**src/shared/pism_defs.svh**
```systemverilog
`ifndef PISM_DEFS_SVH
`define PISM_DEFS_SVH
`define PISM_ADDR_W 12
`define PISM_EN_OFS 12'h300
`define PISM_STAT_OFS 12'h304
`define PISM_ROUTE_A_OFS 12'h308
`define PISM_ROUTE_B_OFS 12'h30C
`define PISM_SRC_W 24
`define PISM_STAT_VALID 24'hFFF7FF
`define PISM_LEVEL_MASK 24'h00C000
`define PISM_ROUTE_A_MASK 32'h77777777
`define PISM_ROUTE_B_MASK 32'h77770777
`define PISM_STAT_RST 24'h000000
`define PISM_EN_RST 24'h000000
`define PISM_ROUTE_RST 32'h00000000
`define PISM_OUT_IDLE 8'hFF
`define PISM_BIT_ACFAIL 15
`define PISM_BIT_SYSFAIL 14
`define PISM_BIT_SWINT 13
`define PISM_BIT_RSVD 11
`define PISM_FIXED_DEST 3'h0
`define PISM_RESP_OKAY 2'h0
`define PISM_RESP_SLVERR 2'h2
`endif

```
**src/shared/pism_pkg.sv**
```systemverilog
`default_nettype none
package pism_pkg;
  typedef logic [2:0] pism_dest_t;
  typedef logic [1:0] pism_resp_t;
  typedef logic [23:0] pism_src_t;
endpackage : pism_pkg
`default_nettype wire

```
**src/rtl/pism_top.sv**
```systemverilog
// Function
// - event edge latches status bit until cleared
// - writing one clears bit, zero keeps it
// - fail bits re-set while pins held, clear ignored meanwhile
// - monitor and mailbox bits 23:16, 31:24 reserved
// - fail, software, error, DMA bits 15:8
// - VME levels bits 7:1, ownership bit 0
// - status and routes reset to zero
// - three-bit field picks one of eight outputs
// - first route register holds levels, ownership
// - second route register holds sources 15:8
// - enable bit gates each source
// - level acknowledge sets status, blocks refetch
//
// Design decision made here: the AXI4-Lite interface to the registers.
`include "pism_defs.svh"
`default_nettype none
module pism_top
  import pism_pkg::*;
(
  input wire logic sys_clk, // clock
  input wire logic rst_n, // async reset
  input wire logic [11:0] s_axi_awaddr, // write address
  input wire logic s_axi_awvalid, // write address valid
  output logic s_axi_awready, // write address ready
  input wire logic [31:0] s_axi_wdata, // write data
  input wire logic [3:0] s_axi_wstrb, // byte strobes
  input wire logic s_axi_wvalid, // write data valid
  output logic s_axi_wready, // write data ready
  output logic [1:0] s_axi_bresp, // write response
  output logic s_axi_bvalid, // write response valid
  input wire logic s_axi_bready, // write response ready
  input wire logic [11:0] s_axi_araddr, // read address
  input wire logic s_axi_arvalid, // read address valid
  output logic s_axi_arready, // read address ready
  output logic [31:0] s_axi_rdata, // read data
  output logic [1:0] s_axi_rresp, // read response
  output logic s_axi_rvalid, // read data valid
  input wire logic s_axi_rready, // read data ready
  input wire logic [3:0] location_monitor_event, // monitor hits
  input wire logic [3:0] mailbox_event, // mailbox writes
  input wire logic ac_fail_level, // ac fail pin, high active
  input wire logic sys_fail_level, // sys fail pin, high active
  input wire logic software_acknowledge_event, // sw ack
  input wire logic vme_error_event, // vme bus error
  input wire logic pci_error_event, // pci bus error
  input wire logic dma_event, // dma done
  input wire logic [7:1] vme_level_interrupt, // ack done
  input wire logic bus_ownership_event, // bus granted
  output logic [7:1] vme_level_fetch_ok, // may fetch vector
  output logic [7:0] pci_interrupt_out_n, // pci pins
  output logic irq // any enabled status set
);

  logic aw_hold_q;
  logic w_hold_q;
  logic [11:0] awaddr_q;
  logic [31:0] wdata_q;
  logic [3:0] wstrb_q;
  logic bvalid_q;
  pism_resp_t bresp_q;
  logic rvalid_q;
  pism_resp_t rresp_q;
  logic [31:0] rdata_q;
  logic do_wr;
  logic [31:0] bmask;
  logic wr_known;
  pism_src_t en_q;
  pism_src_t status_q;
  pism_src_t status_d;
  pism_src_t src;
  pism_src_t src_q;
  pism_src_t set_v;
  pism_src_t clr_v;
  pism_src_t active;
  logic [31:0] route_a_q;
  logic [31:0] route_b_q;
  pism_dest_t dest [24];
  logic [7:0][23:0] match;
  logic [7:0] hit;
  logic [7:0] out_n_q;
  logic irq_q;

  // register slave: address and data may arrive in either order
  assign s_axi_awready = !aw_hold_q && !bvalid_q;
  assign s_axi_wready = !w_hold_q && !bvalid_q;
  assign s_axi_bvalid = bvalid_q;
  assign s_axi_bresp = bresp_q;
  assign s_axi_arready = !rvalid_q;
  assign s_axi_rvalid = rvalid_q;
  assign s_axi_rresp = rresp_q;
  assign s_axi_rdata = rdata_q;
  assign do_wr = aw_hold_q && w_hold_q;

  assign bmask = {{8{wstrb_q[3]}}, {8{wstrb_q[2]}}, {8{wstrb_q[1]}},
    {8{wstrb_q[0]}}};

  always_comb
  begin
    case (awaddr_q)
      `PISM_EN_OFS,
      `PISM_STAT_OFS,
      `PISM_ROUTE_A_OFS,
      `PISM_ROUTE_B_OFS: wr_known = 1'b1;
      default: wr_known = 1'b0;
    endcase
  end

  always_ff @(posedge sys_clk or negedge rst_n)
  begin
    if (!rst_n)
    begin
      aw_hold_q <= 1'b0;
      awaddr_q <= 12'h000;
    end
    else if (s_axi_awvalid && s_axi_awready)
    begin
      aw_hold_q <= 1'b1;
      awaddr_q <= s_axi_awaddr;
    end
    else if (do_wr)
      aw_hold_q <= 1'b0;
  end

  always_ff @(posedge sys_clk or negedge rst_n)
  begin
    if (!rst_n)
    begin
      w_hold_q <= 1'b0;
      wdata_q <= 32'h00000000;
      wstrb_q <= 4'h0;
    end
    else if (s_axi_wvalid && s_axi_wready)
    begin
      w_hold_q <= 1'b1;
      wdata_q <= s_axi_wdata;
      wstrb_q <= s_axi_wstrb;
    end
    else if (do_wr)
      w_hold_q <= 1'b0;
  end

  always_ff @(posedge sys_clk or negedge rst_n)
  begin
    if (!rst_n)
    begin
      bvalid_q <= 1'b0;
      bresp_q <= `PISM_RESP_OKAY;
    end
    else if (do_wr)
    begin
      bvalid_q <= 1'b1;
      bresp_q <= wr_known ? `PISM_RESP_OKAY : `PISM_RESP_SLVERR;
    end
    else if (s_axi_bready)
      bvalid_q <= 1'b0;
  end

  always_ff @(posedge sys_clk or negedge rst_n)
  begin
    if (!rst_n)
    begin
      rvalid_q <= 1'b0;
      rresp_q <= `PISM_RESP_OKAY;
      rdata_q <= 32'h00000000;
    end
    else if (s_axi_arvalid && s_axi_arready)
    begin
      rvalid_q <= 1'b1;
      rresp_q <= `PISM_RESP_OKAY;
      case (s_axi_araddr)
        `PISM_EN_OFS: rdata_q <= {8'h00, en_q};
        `PISM_STAT_OFS: rdata_q <= {8'h00, status_q};
        `PISM_ROUTE_A_OFS: rdata_q <= route_a_q;
        `PISM_ROUTE_B_OFS: rdata_q <= route_b_q;
        default:
        begin
          rdata_q <= 32'h00000000;
          rresp_q <= `PISM_RESP_SLVERR;
        end
      endcase
    end
    else if (s_axi_rready)
      rvalid_q <= 1'b0;
  end

  always_ff @(posedge sys_clk or negedge rst_n)
  begin
    if (!rst_n)
      en_q <= `PISM_EN_RST;
    else if (do_wr && awaddr_q == `PISM_EN_OFS)
      en_q <= ((en_q & ~bmask[23:0]) | (wdata_q[23:0] & bmask[23:0]))
        & `PISM_STAT_VALID;
  end

  always_ff @(posedge sys_clk or negedge rst_n)
  begin
    if (!rst_n)
    begin
      route_a_q <= `PISM_ROUTE_RST;
      route_b_q <= `PISM_ROUTE_RST;
    end
    else if (do_wr && awaddr_q == `PISM_ROUTE_A_OFS)
      route_a_q <= ((route_a_q & ~bmask) | (wdata_q & bmask))
        & `PISM_ROUTE_A_MASK;
    else if (do_wr && awaddr_q == `PISM_ROUTE_B_OFS)
      route_b_q <= ((route_b_q & ~bmask) | (wdata_q & bmask))
        & `PISM_ROUTE_B_MASK;
  end

  // source order matches the status layout bit for bit
  // software interrupt fires on a rising edge of its enable bit
  assign src = {location_monitor_event, mailbox_event,
    ac_fail_level, sys_fail_level, en_q[`PISM_BIT_SWINT],
    software_acknowledge_event, 1'b0, vme_error_event,
    pci_error_event, dma_event,
    vme_level_interrupt, bus_ownership_event};

  always_ff @(posedge sys_clk or negedge rst_n)
  begin
    if (!rst_n)
      src_q <= `PISM_STAT_RST;
    else
      src_q <= src;
  end
  // fail pins are level sources: a held pin re-sets every cycle
  assign set_v = ((src & ~src_q) | (src & `PISM_LEVEL_MASK))
    & `PISM_STAT_VALID;
  assign clr_v = (do_wr && awaddr_q == `PISM_STAT_OFS) ?
    wdata_q[23:0] & bmask[23:0] : `PISM_STAT_RST;
  // set beats clear so an event in the clear cycle is kept
  assign status_d = ((status_q & ~clr_v) | set_v)
    & `PISM_STAT_VALID;

  always_ff @(posedge sys_clk or negedge rst_n)
  begin
    if (!rst_n)
      status_q <= `PISM_STAT_RST;
    else
      status_q <= status_d;
  end
  // no vector refetch at a level until its status is cleared
  assign vme_level_fetch_ok = en_q[7:1] & ~status_q[7:1];
  assign active = status_q & en_q;
  // monitor and mailbox sources have no route field
  genvar gi, go;
  generate
    for (gi = 0; gi < `PISM_SRC_W; gi++)
    begin : g_dest
      if (gi < 8)
      begin : g_a
        assign dest[gi] = route_a_q[4*gi +: 3];
      end
      else if (gi < 16)
      begin : g_b
        assign dest[gi] = route_b_q[4*(gi-8) +: 3];
      end
      else
      begin : g_f
        assign dest[gi] = `PISM_FIXED_DEST;
      end
      for (go = 0; go < 8; go++)
      begin : g_m
        assign match[go][gi] = (dest[gi] == 3'(go));
      end
    end
    for (go = 0; go < 8; go++)
    begin : g_out
      assign hit[go] = |(active & match[go]);
    end
  endgenerate

  always_ff @(posedge sys_clk or negedge rst_n)
  begin
    if (!rst_n)
    begin
      out_n_q <= `PISM_OUT_IDLE;
      irq_q <= 1'b0;
    end
    else
    begin
      out_n_q <= ~hit;
      irq_q <= |active;
    end
  end
  assign pci_interrupt_out_n = out_n_q;
  assign irq = irq_q;
endmodule : pism_top
`default_nettype wire

```
**config.mk**
```make
export PLATFORM = sky130hd
export DESIGN_NAME = pism_top
export DESIGN_NICKNAME = d
export VERILOG_FILES = /design/src/shared/pism_pkg.sv /design/src/rtl/pism_top.sv
export VERILOG_INCLUDE_DIRS = /design/src /design/src/shared
export SDC_FILE = /design/constraint.sdc
export NUM_CORES = 1
export LEC_CHECK = 0
export BUFFER_PORTS_ARGS = -buffer_cell sky130_fd_sc_hd__buf_2
export CAP_MARGIN = 20
export CORE_MARGIN = 1.5
export CORE_UTILIZATION = 40
export DETAILED_ROUTE_END_ITERATION = 10
export PLACE_DENSITY_LB_ADDON = 0.08
export SKIP_CTS_REPAIR_TIMING = 1
export SYNTH_ARGS = -nofsm -noshare
export SYNTH_HDL_FRONTEND = slang
export SYNTH_SLANG_ARGS = --single-unit
export TNS_END_PERCENT = 100
```
**constraint.sdc**
```tcl
create_clock -name sys_clk -period 2.2 [get_ports sys_clk]
set_input_delay 0.33 -clock sys_clk [delete_from_list [all_inputs] [get_ports sys_clk]]
set_output_delay 0.33 -clock sys_clk [all_outputs]
set_load 0.01 [all_outputs]
```
After elaboration in Yosys (flattened, before gate mapping)
Index checks and enable logic that the tools add are counted.

cells by class
  add/sub/neg operators = 0
  magnitude comparators = 0
  multiply operators = 0
  bitwise gates (word level) = 29
  shifts and indexed selects = 0
  equal/unequal tests = 113
  reduce and logical (&&, ||, !) cells = 45
  divide/modulo/power cells = 0
  muxes and demuxes = 12

operators with widths
  kind                  number
  $reduce_or 24->1      9
  $eq 3x3->1 const B    60
  $and 24x16->24        7
  $and 24x24->24        6
  $pmux 31 s4           1
  $eq 12x10->1 const B  8
  $and 31x31->31        3
  $eq 3x2->1 const B    30
  $not 24->24           3
  $or 31x31->31         2
  $or 24x24->24         2
  $eq 3x1->1 const B    15
  $logic_not 3->1       15
  $not 31->31           1
  $mux 24               1
  $or 24x16->24         1
  $logic_and 1x1->1     10
  $mux 1                8
  $not 8->8             1
  $reduce_bool 2->1     4
  $reduce_or 4->1       2
  $and 7x7->7           1
  $not 7->7             1
  $logic_not 1->1       4
  other kinds (3)       4

storage, ports and cells
  memory bits (writable) = 0
  output and inout bits = 57
  memory bits (read-only) = 0
  bits in latches = 0
  flip-flop bits (word level) = 210
  memories = 0
  bits of input ports = 89
  word-level logic and storage cells = 216

Logic depth before layout (Yosys ltp)
Gate-level depths: netlist (run 1).

  depth in word-level cells = 6
  depth in mapped cells = 7
  gate-level depth less buffers = 4

Least setup slack after synthesis (run 1)
No wires, ideal clock.

  path kind = register -> register
  from = register awaddr_q[0]
  to = register with a tool-made name
  path slack = 548 ps
  library setup time = 125 ps
  stages on the path, launching flop included = 7
  arrival = 1526 ps
  data required time = 2075 ps
  buffers on the path = 2
  clock period less this slack = 1652 ps
  path through = dfrtp_1 -> nor4_1 -> and3_1 -> buf_6 -> and4_1 -> buf_6 -> mux2_4

RTL lines
  element                   line             text
  start: declaration        pism_top.sv:57   logic [11:0] awaddr_q;
  start signal: assignment  pism_top.sv:119  awaddr_q <= s_axi_awaddr;

Worst setup path after layout (run 1)
  from = register status_q[0]
  to = register out_n_q[6], in the netlist pci_interrupt_out_n[6]

on the way
  cells in the longest elaborated chain, start to end = 4

RTL lines
  element                   line             text
  start: declaration        pism_top.sv:69   pism_src_t status_q;
  start signal: assignment  pism_top.sv:238  status_q <= `PISM_STAT_RST;
  start signal: assignment  pism_top.sv:240  status_q <= status_d;
  $and 24x24->24            pism_top.sv:244  assign active = status_q & en_q;
  $and 24x16->24            pism_top.sv:269  assign hit[go] = |(active & match[go]);
  $reduce_or 24->1          pism_top.sv:269
  $not 8->8                 pism_top.sv:282  out_n_q <= ~hit;
  end signal: assignment    pism_top.sv:277  out_n_q <= `PISM_OUT_IDLE;
  end signal: assignment    pism_top.sv:282
  end: declaration          pism_top.sv:81   logic [7:0] out_n_q;

No other way between the ends.
A chain may end at the register's enable or synchronous reset.

==> flow_summary_export.csv, run 1 <==
group,metric,value,unit
outcome,outcome,"complete, no violations",
detailed_routing,drt_iter0_drc,533,
synthesis,synth-seq-cells,201,
cells_and_area,syn_to_final_growth,25.2,%
clock_network,numCtsBuffers,23,
detailed_routing,vias,7092,
synthesis,synth-edff-count,0,
floorplan,dieHeight,156,um
power_and_ir_drop,vdd_drop_max,0.685,mV
cells_and_area,final_util,51.4,%
cells_and_area,layout_commonest_cell,"dfrtp_1",
timing,timing.final.crit_share,94.6,%
floorplan,core-area,22800,sq um
timing,setup_violations,0,
timing,fin_setup_tns,0,ps
power_and_ir_drop,fin_total_pwr,10200,uW
setup_path,crit_path_cell_trace,"nand3_1 -> o22ai_1 -> or4_1 -> nor4_1 -> buf_4",
setup_path,crit_path_end_kind,"register",
global_routing,grt_pass1_vias,7305,
global_routing,busiest_layer,"met2",
place,dp_slack,102,ps
global_routing,antenna_found_initial,0,
timing,slew_headroom,64.5,%
global_routing,track_usage,24.3,%
setup_path,r2r-start,"status_q[0]",
floorplan,dieArea,24300,sq um
timing,rsz0062_at_grt,"no",
detailed_routing,drc,0,
setup_path,crit_start,"status_q[0]",
clock_network,root_buffer,"clkbuf_16",
timing,clock_skew,12.7,ps
place,hpwl,22500,um
global_routing,grt_overflow,0,
synthesis,syn_inst,759,
synthesis,yosys.cell_types.count,56,
cells_and_area,diodes,0,
timing,max_freq,0.481,GHz
clock_network,clock_path_buffers,3,
synthesis,synth_top_flop_cell,"dfrtp_1",
setup_path,cp.arrival,2530,ps
synthesis,syn-cell-area,9350,sq um
floorplan,initial_utilization,41.0,%
timing,slew_violations,0,
setup_path,slowest_delay,500,ps
clock_network,cts.sinks,201,
cells_and_area,num-fill-cells,2072,
synthesis,yosysSeqAreaShare,53.9,%
detailed_routing,viasPerCell,5.49,
detailed_routing,drtPass1Iterations,8,
power_and_ir_drop,p_leak,0.00530,uW
synthesis,ys_warn_count,0,
clock_network,clkTransAtPathRegs,60,ps
timing,fin_crit,2080,ps
place,gp_congestion,0.888,
global_routing,grt_use_met1,35.0,%
worst_hold_path,hold_class,"input pin to register",
setup_path,slowest_stage,"or4_1",
global_routing,grt_util_met2,38.3,%
floorplan,fp.dieW,156,um
setup_path,critPathKind,"register to register",
job,max-cap-violations,0,
timing,setup_slack,119,ps
clock_network,cts_max_level,1,
floorplan,ios,146,
global_routing,grt_max_degree,60,
timing,worst-slew-pin-transition,531,ps
cells_and_area,post_route_cells_drive_above_1_share,38.2,%
synthesis,async_reset_ff_share,100,%
clock_network,clock_latency,510,ps
timing,final_hold_viol_count,0,
global_routing,grt_pass1_wl,44600,um
worst_hold_path,hold_start,"s_axi_rready",
place,port_buffers,137,
cells_and_area,nets,1051,
setup_path,critical_path_required,2650,ps
setup_path,crit_path_max_fanout,5,
power_and_ir_drop,power_density,869,nW/um^2
cells_and_area,layout_common_cells,"dfrtp_1, buf_2, mux2_2",
clock_network,cts_tree,"done",
setup_path,cp-start-kind,"register",
timing,hold_ws,4.12,ps
detailed_routing,drt-wirelength-per-cell,22.2,um
detailed_routing,final_antenna_net_count,0,
synthesis,avgSynthCellArea,12.3,sq um
detailed_routing,wirelength,28700,um
global_routing,grt_use_met3,3.75,%
floorplan,rows,55,
[stage by stage]
step / std cells / area [sq um]
floorplan: 763 / 9360
global placement: 1228 / 10700
finish: 1292 / 11700
detailed placement: 1228 / 10700
global route: 1292 / 11700
CTS: 1270 / 11500
[power by group]
part           total, uW  switching [uW]  leakage [uW]  internal (uW)
Clock               3980            1530      0.000393           2450
Combinational       1400             640       0.00241            761
Sequential          4790             586       0.00250           4200
[critical path, delay by kind of cell (launching register included)]
kind                   cells  cell delay [ps]
DFF                        1              470
buffers and inverters      1              190
and+or+nand+nor            3             1240
AOI/OAI and AO/OA          1              120
[logic make-up after synthesis]
family | count (synthesis) | share of synthesized area (%)
and+or+nand+nor | 225 | 14.2
DFF | 201 | 53.9
muxes | 143 | 19.1
AOI/OAI and AO/OA | 126 | 9.32
buffers and inverters | 63 | 3.48
other | 1 | 0.0401
[final timing paths]
path                                          end  slack, ps  depth (start not counted)
setup reg to reg           pci_interrupt_out_n[6]        120                          5
hold / removal                       s_axi_rvalid          4                          2
hold reg to reg                    s_axi_rdata[2]        470                          2
setup / recovery           pci_interrupt_out_n[6]        120                          5
min in group asynchronous            status_q[16]        340                          2
max in group asynchronous               async pin       1160                          3
[per-layer routing]
layer | part of all wire (%) | wire, um
met1 | 47 | 13500
met2 | 46 | 13100
met5 | 0 | 0
met4 | 2.6 | 738
met3 | 4.9 | 1400
[synthesized netlist by cell type (all sizes together), types with 2 or more instances]
cell | n | area [sq um]
nand3b | 15 | 113
a21o | 4 | 30.0
nand4 | 19 | 140
or3 | 3 | 23.8
nor4 | 12 | 75.1
and4 | 2 | 17.5
clkbuf | 7 | 26.3
inv | 27 | 101
o32ai | 9 | 78.8
dfstp | 8 | 210
nor2b | 16 | 100
o31ai | 3 | 22.5
a22oi | 8 | 60.1
and3 | 8 | 50.1
nand3 | 20 | 113
nand2b | 42 | 263
or2 | 5 | 31.3
a22o | 15 | 131
nor2 | 9 | 33.8
o21ai | 31 | 155
mux4 | 15 | 338
mux2i | 14 | 140
mux2 | 114 | 1310
a221o | 7 | 70.1
o32a | 2 | 20.0
nand2 | 45 | 169
nor3 | 13 | 65.1
a21oi | 4 | 20.0
and2 | 2 | 12.5
o22a | 2 | 17.5
buf | 29 | 198
dfrtp | 193 | 4830
o22ai | 38 | 238
or4 | 7 | 52.6
[cell type report]
class	instances	area, sq um	area share, %
clock inverters	12	151	1.29
clock buffers	30	652	5.57
flip-flops and latches	201	5040	43.1
inverters	27	101	0.866
repair buffers	210	1360	11.6
well taps	313	392	3.35
multi-input cells	499	4010	34.2
(Power assumes the default switching activity.)
==> run 2: changes to the inputs <==
--- a/config.mk
+++ b/config.mk
@@ -8,6 +8,7 @@
 export LEC_CHECK = 0
 export BUFFER_PORTS_ARGS = -buffer_cell sky130_fd_sc_hd__buf_2
 export CAP_MARGIN = 20
+export CORE_ASPECT_RATIO = 0.5
 export CORE_MARGIN = 1.5
 export CORE_UTILIZATION = 40
 export DETAILED_ROUTE_END_ITERATION = 10
==> run 2 against run 1 <==
  * Largest cell class unchanged
  * Worst setup slack improved by 55 ps
  * Clock skew fell by 4.7 ps
  * Die area rose by 0.23%
  * Sequential power barely moved
  * The flow now finishes with violations (hold timing)
  * Core utilization fell by 0.71 points
  * Fmax rose by 2.7%
==> flow_summary_export.csv, run 2 (synthesized netlist as in run 1, its figures left out) <==
group,metric,value,unit
outcome,outcome,"finished, violations left",
outcome,violations,"hold timing",
setup_path,critical_path_required,2580,ps
setup_path,crit_path_end_kind,"register",
cells_and_area,nets,1055,
timing,clock_skew,7.98,ps
power_and_ir_drop,power_density,830,nW/um^2
setup_path,r2r_slack,170,ps
detailed_routing,drt_iter0_drc,611,
detailed_routing,final_antenna_net_count,0,
cells_and_area,post_route_cells_drive_above_1_share,37.6,%
timing,worst-slew-pin-transition,711,ps
cells_and_area,multi_input_area,4000,sq um
job,max-cap-violations,0,
cells_and_area,final_area,11600,sq um
timing,final_hold_viol_count,1,
worst_hold_path,hold_depth,2,
setup_path,cp.arrival,2410,ps
timing,fin_setup_tns,0,ps
timing,slew_headroom,52.4,%
detailed_routing,viasPerCell,5.49,
setup_path,cp_num_buf_inv,1,
cells_and_area,seqCellArea,5040,sq um
global_routing,grt_pass1_vias,7061,
worst_hold_path,min_to,"s_axi_rvalid",
setup_path,crit_path_cell_trace,"nor4_1 -> and3_1 -> buf_12 -> and3_1 -> mux2_2",
setup_path,crit_path_max_fanout,29,
worst_hold_path,hold_class,"input pin to register",
floorplan,rows,39,
timing,hold_ws,-3.36,ps
timing,slew_violations,0,
detailed_routing,drtPass1Iterations,5,
cells_and_area,syn_to_final_growth,24.0,%
global_routing,track_usage,24.4,%
setup_path,cpMostUsedCell,"and3_1",
floorplan,dieHeight,111,um
floorplan,ios,146,
cells_and_area,num-fill-cells,2073,
global_routing,grt_overflow,0,
timing,fin_crit,2030,ps
clock_network,clock_latency,500,ps
setup_path,critPathKind,"register to register",
setup_path,slowest_delay,410,ps
floorplan,dieArea,24300,sq um
place,gp_congestion,1.03,
place,hpwl,22900,um
cells_and_area,diodes,0,
global_routing,grt_pass1_wl,44500,um
floorplan,fp.dieW,219,um
detailed_routing,vias,7068,
place,port_buffers,137,
clock_network,clkTransAtPathRegs,60,ps
floorplan,core-area,22900,sq um
detailed_routing,wirelength,28800,um
setup_path,rr_worst_depth,5,
power_and_ir_drop,p_leak,0.00526,uW
timing,timing.final.crit_share,92.1,%
timing,max_freq,0.494,GHz
detailed_routing,drc,0,
power_and_ir_drop,vdd_drop_max,0.638,mV
setup_path,cp-start-kind,"register",
global_routing,grt_max_degree,52,
timing,setup_violations,0,
clock_network,root_buffer,"clkbuf_16",
clock_network,cts.sinks,201,
clock_network,cts_max_level,1,
worst_hold_path,hold_start,"s_axi_rready",
clock_network,clock_path_buffers,3,
floorplan,initial_utilization,40.8,%
place,placed_area,10700,sq um
power_and_ir_drop,fin_total_pwr,9620,uW
clock_network,cts_tree,"done",
cells_and_area,layout_commonest_cell,"dfrtp_1",
detailed_routing,drt-wirelength-per-cell,22.4,um
cells_and_area,layout_common_cells,"dfrtp_1, buf_2, mux2_2",
setup_path,path_delay_family,"simple AND/OR/NAND/NOR gates",
timing,rsz0062_at_grt,"no",
global_routing,antenna_found_initial,0,
clock_network,numCtsBuffers,20,
setup_path,slowest_stage,"and3_1",
setup_path,r2r-start,"awaddr_q[0]",
## run 2: power by group
part / internal (uW) / total [uW] / leakage (uW) / switching [uW]
Combinational: 793 / 1490 / 0.00245 / 694
Clock: 1950 / 3370 / 0.000309 / 1420
Sequential: 4200 / 4770 / 0.00250 / 570
Total: 6940 / 9620 / 0.00526 / 2680
## run 2: worst max path at each step
| stage | from | end | slack [ps] | cells after the start |
|---|---|---|---|---|
| after floorplan | awaddr_q[0] | register | 550 | 6 |
| after global placement | status_q[8] | pci_interrupt_out_n[1] | 110 | 5 |
| after detailed placement | status_q[7] | pci_interrupt_out_n[1] | 130 | 5 |
| after CTS | status_q[7] | pci_interrupt_out_n[1] | 110 | 5 |
| after global routing | awaddr_q[0] | register | 10 | 5 |
| final | awaddr_q[0] | register | 170 | 5 |
## run 2: routing by layer
metal,up-vias,wire (um),GRT usage [%]
met5,-,0,0
met4,0,461,3.70
met1,3567,14500,39.0
met3,32,2310,5.82
li1,3234,-,-
met2,235,11600,33.5
## run 2: metrics by stage
step	utilization (%)	std cells	worst slack, ps
after floorplan	-	763	548
final	50.7	1287	174
after CTS	49.7	1265	111
after detailed placement	46.9	1229	127
after global routing	50.7	1287	10.7
after global placement	46.9	1229	109
## run 2: layout make-up
class	instances	area share [%]
clock inverters	5	0.486
repair buffers	217	12.3
well taps	307	3.31
flip-flops and latches	201	43.5
inverters	27	0.874
clock buffers	31	5.03
multi-input cells	499	34.5
## run 2: worst register-to-register path, delay by kind of cell (launching register included)
| family | cells | cell delay [ps] |
|---|---|---|
| simple gates | 3 | 950 |
| mux | 1 | 390 |
| flops | 1 | 380 |
| buf+inv | 1 | 200 |
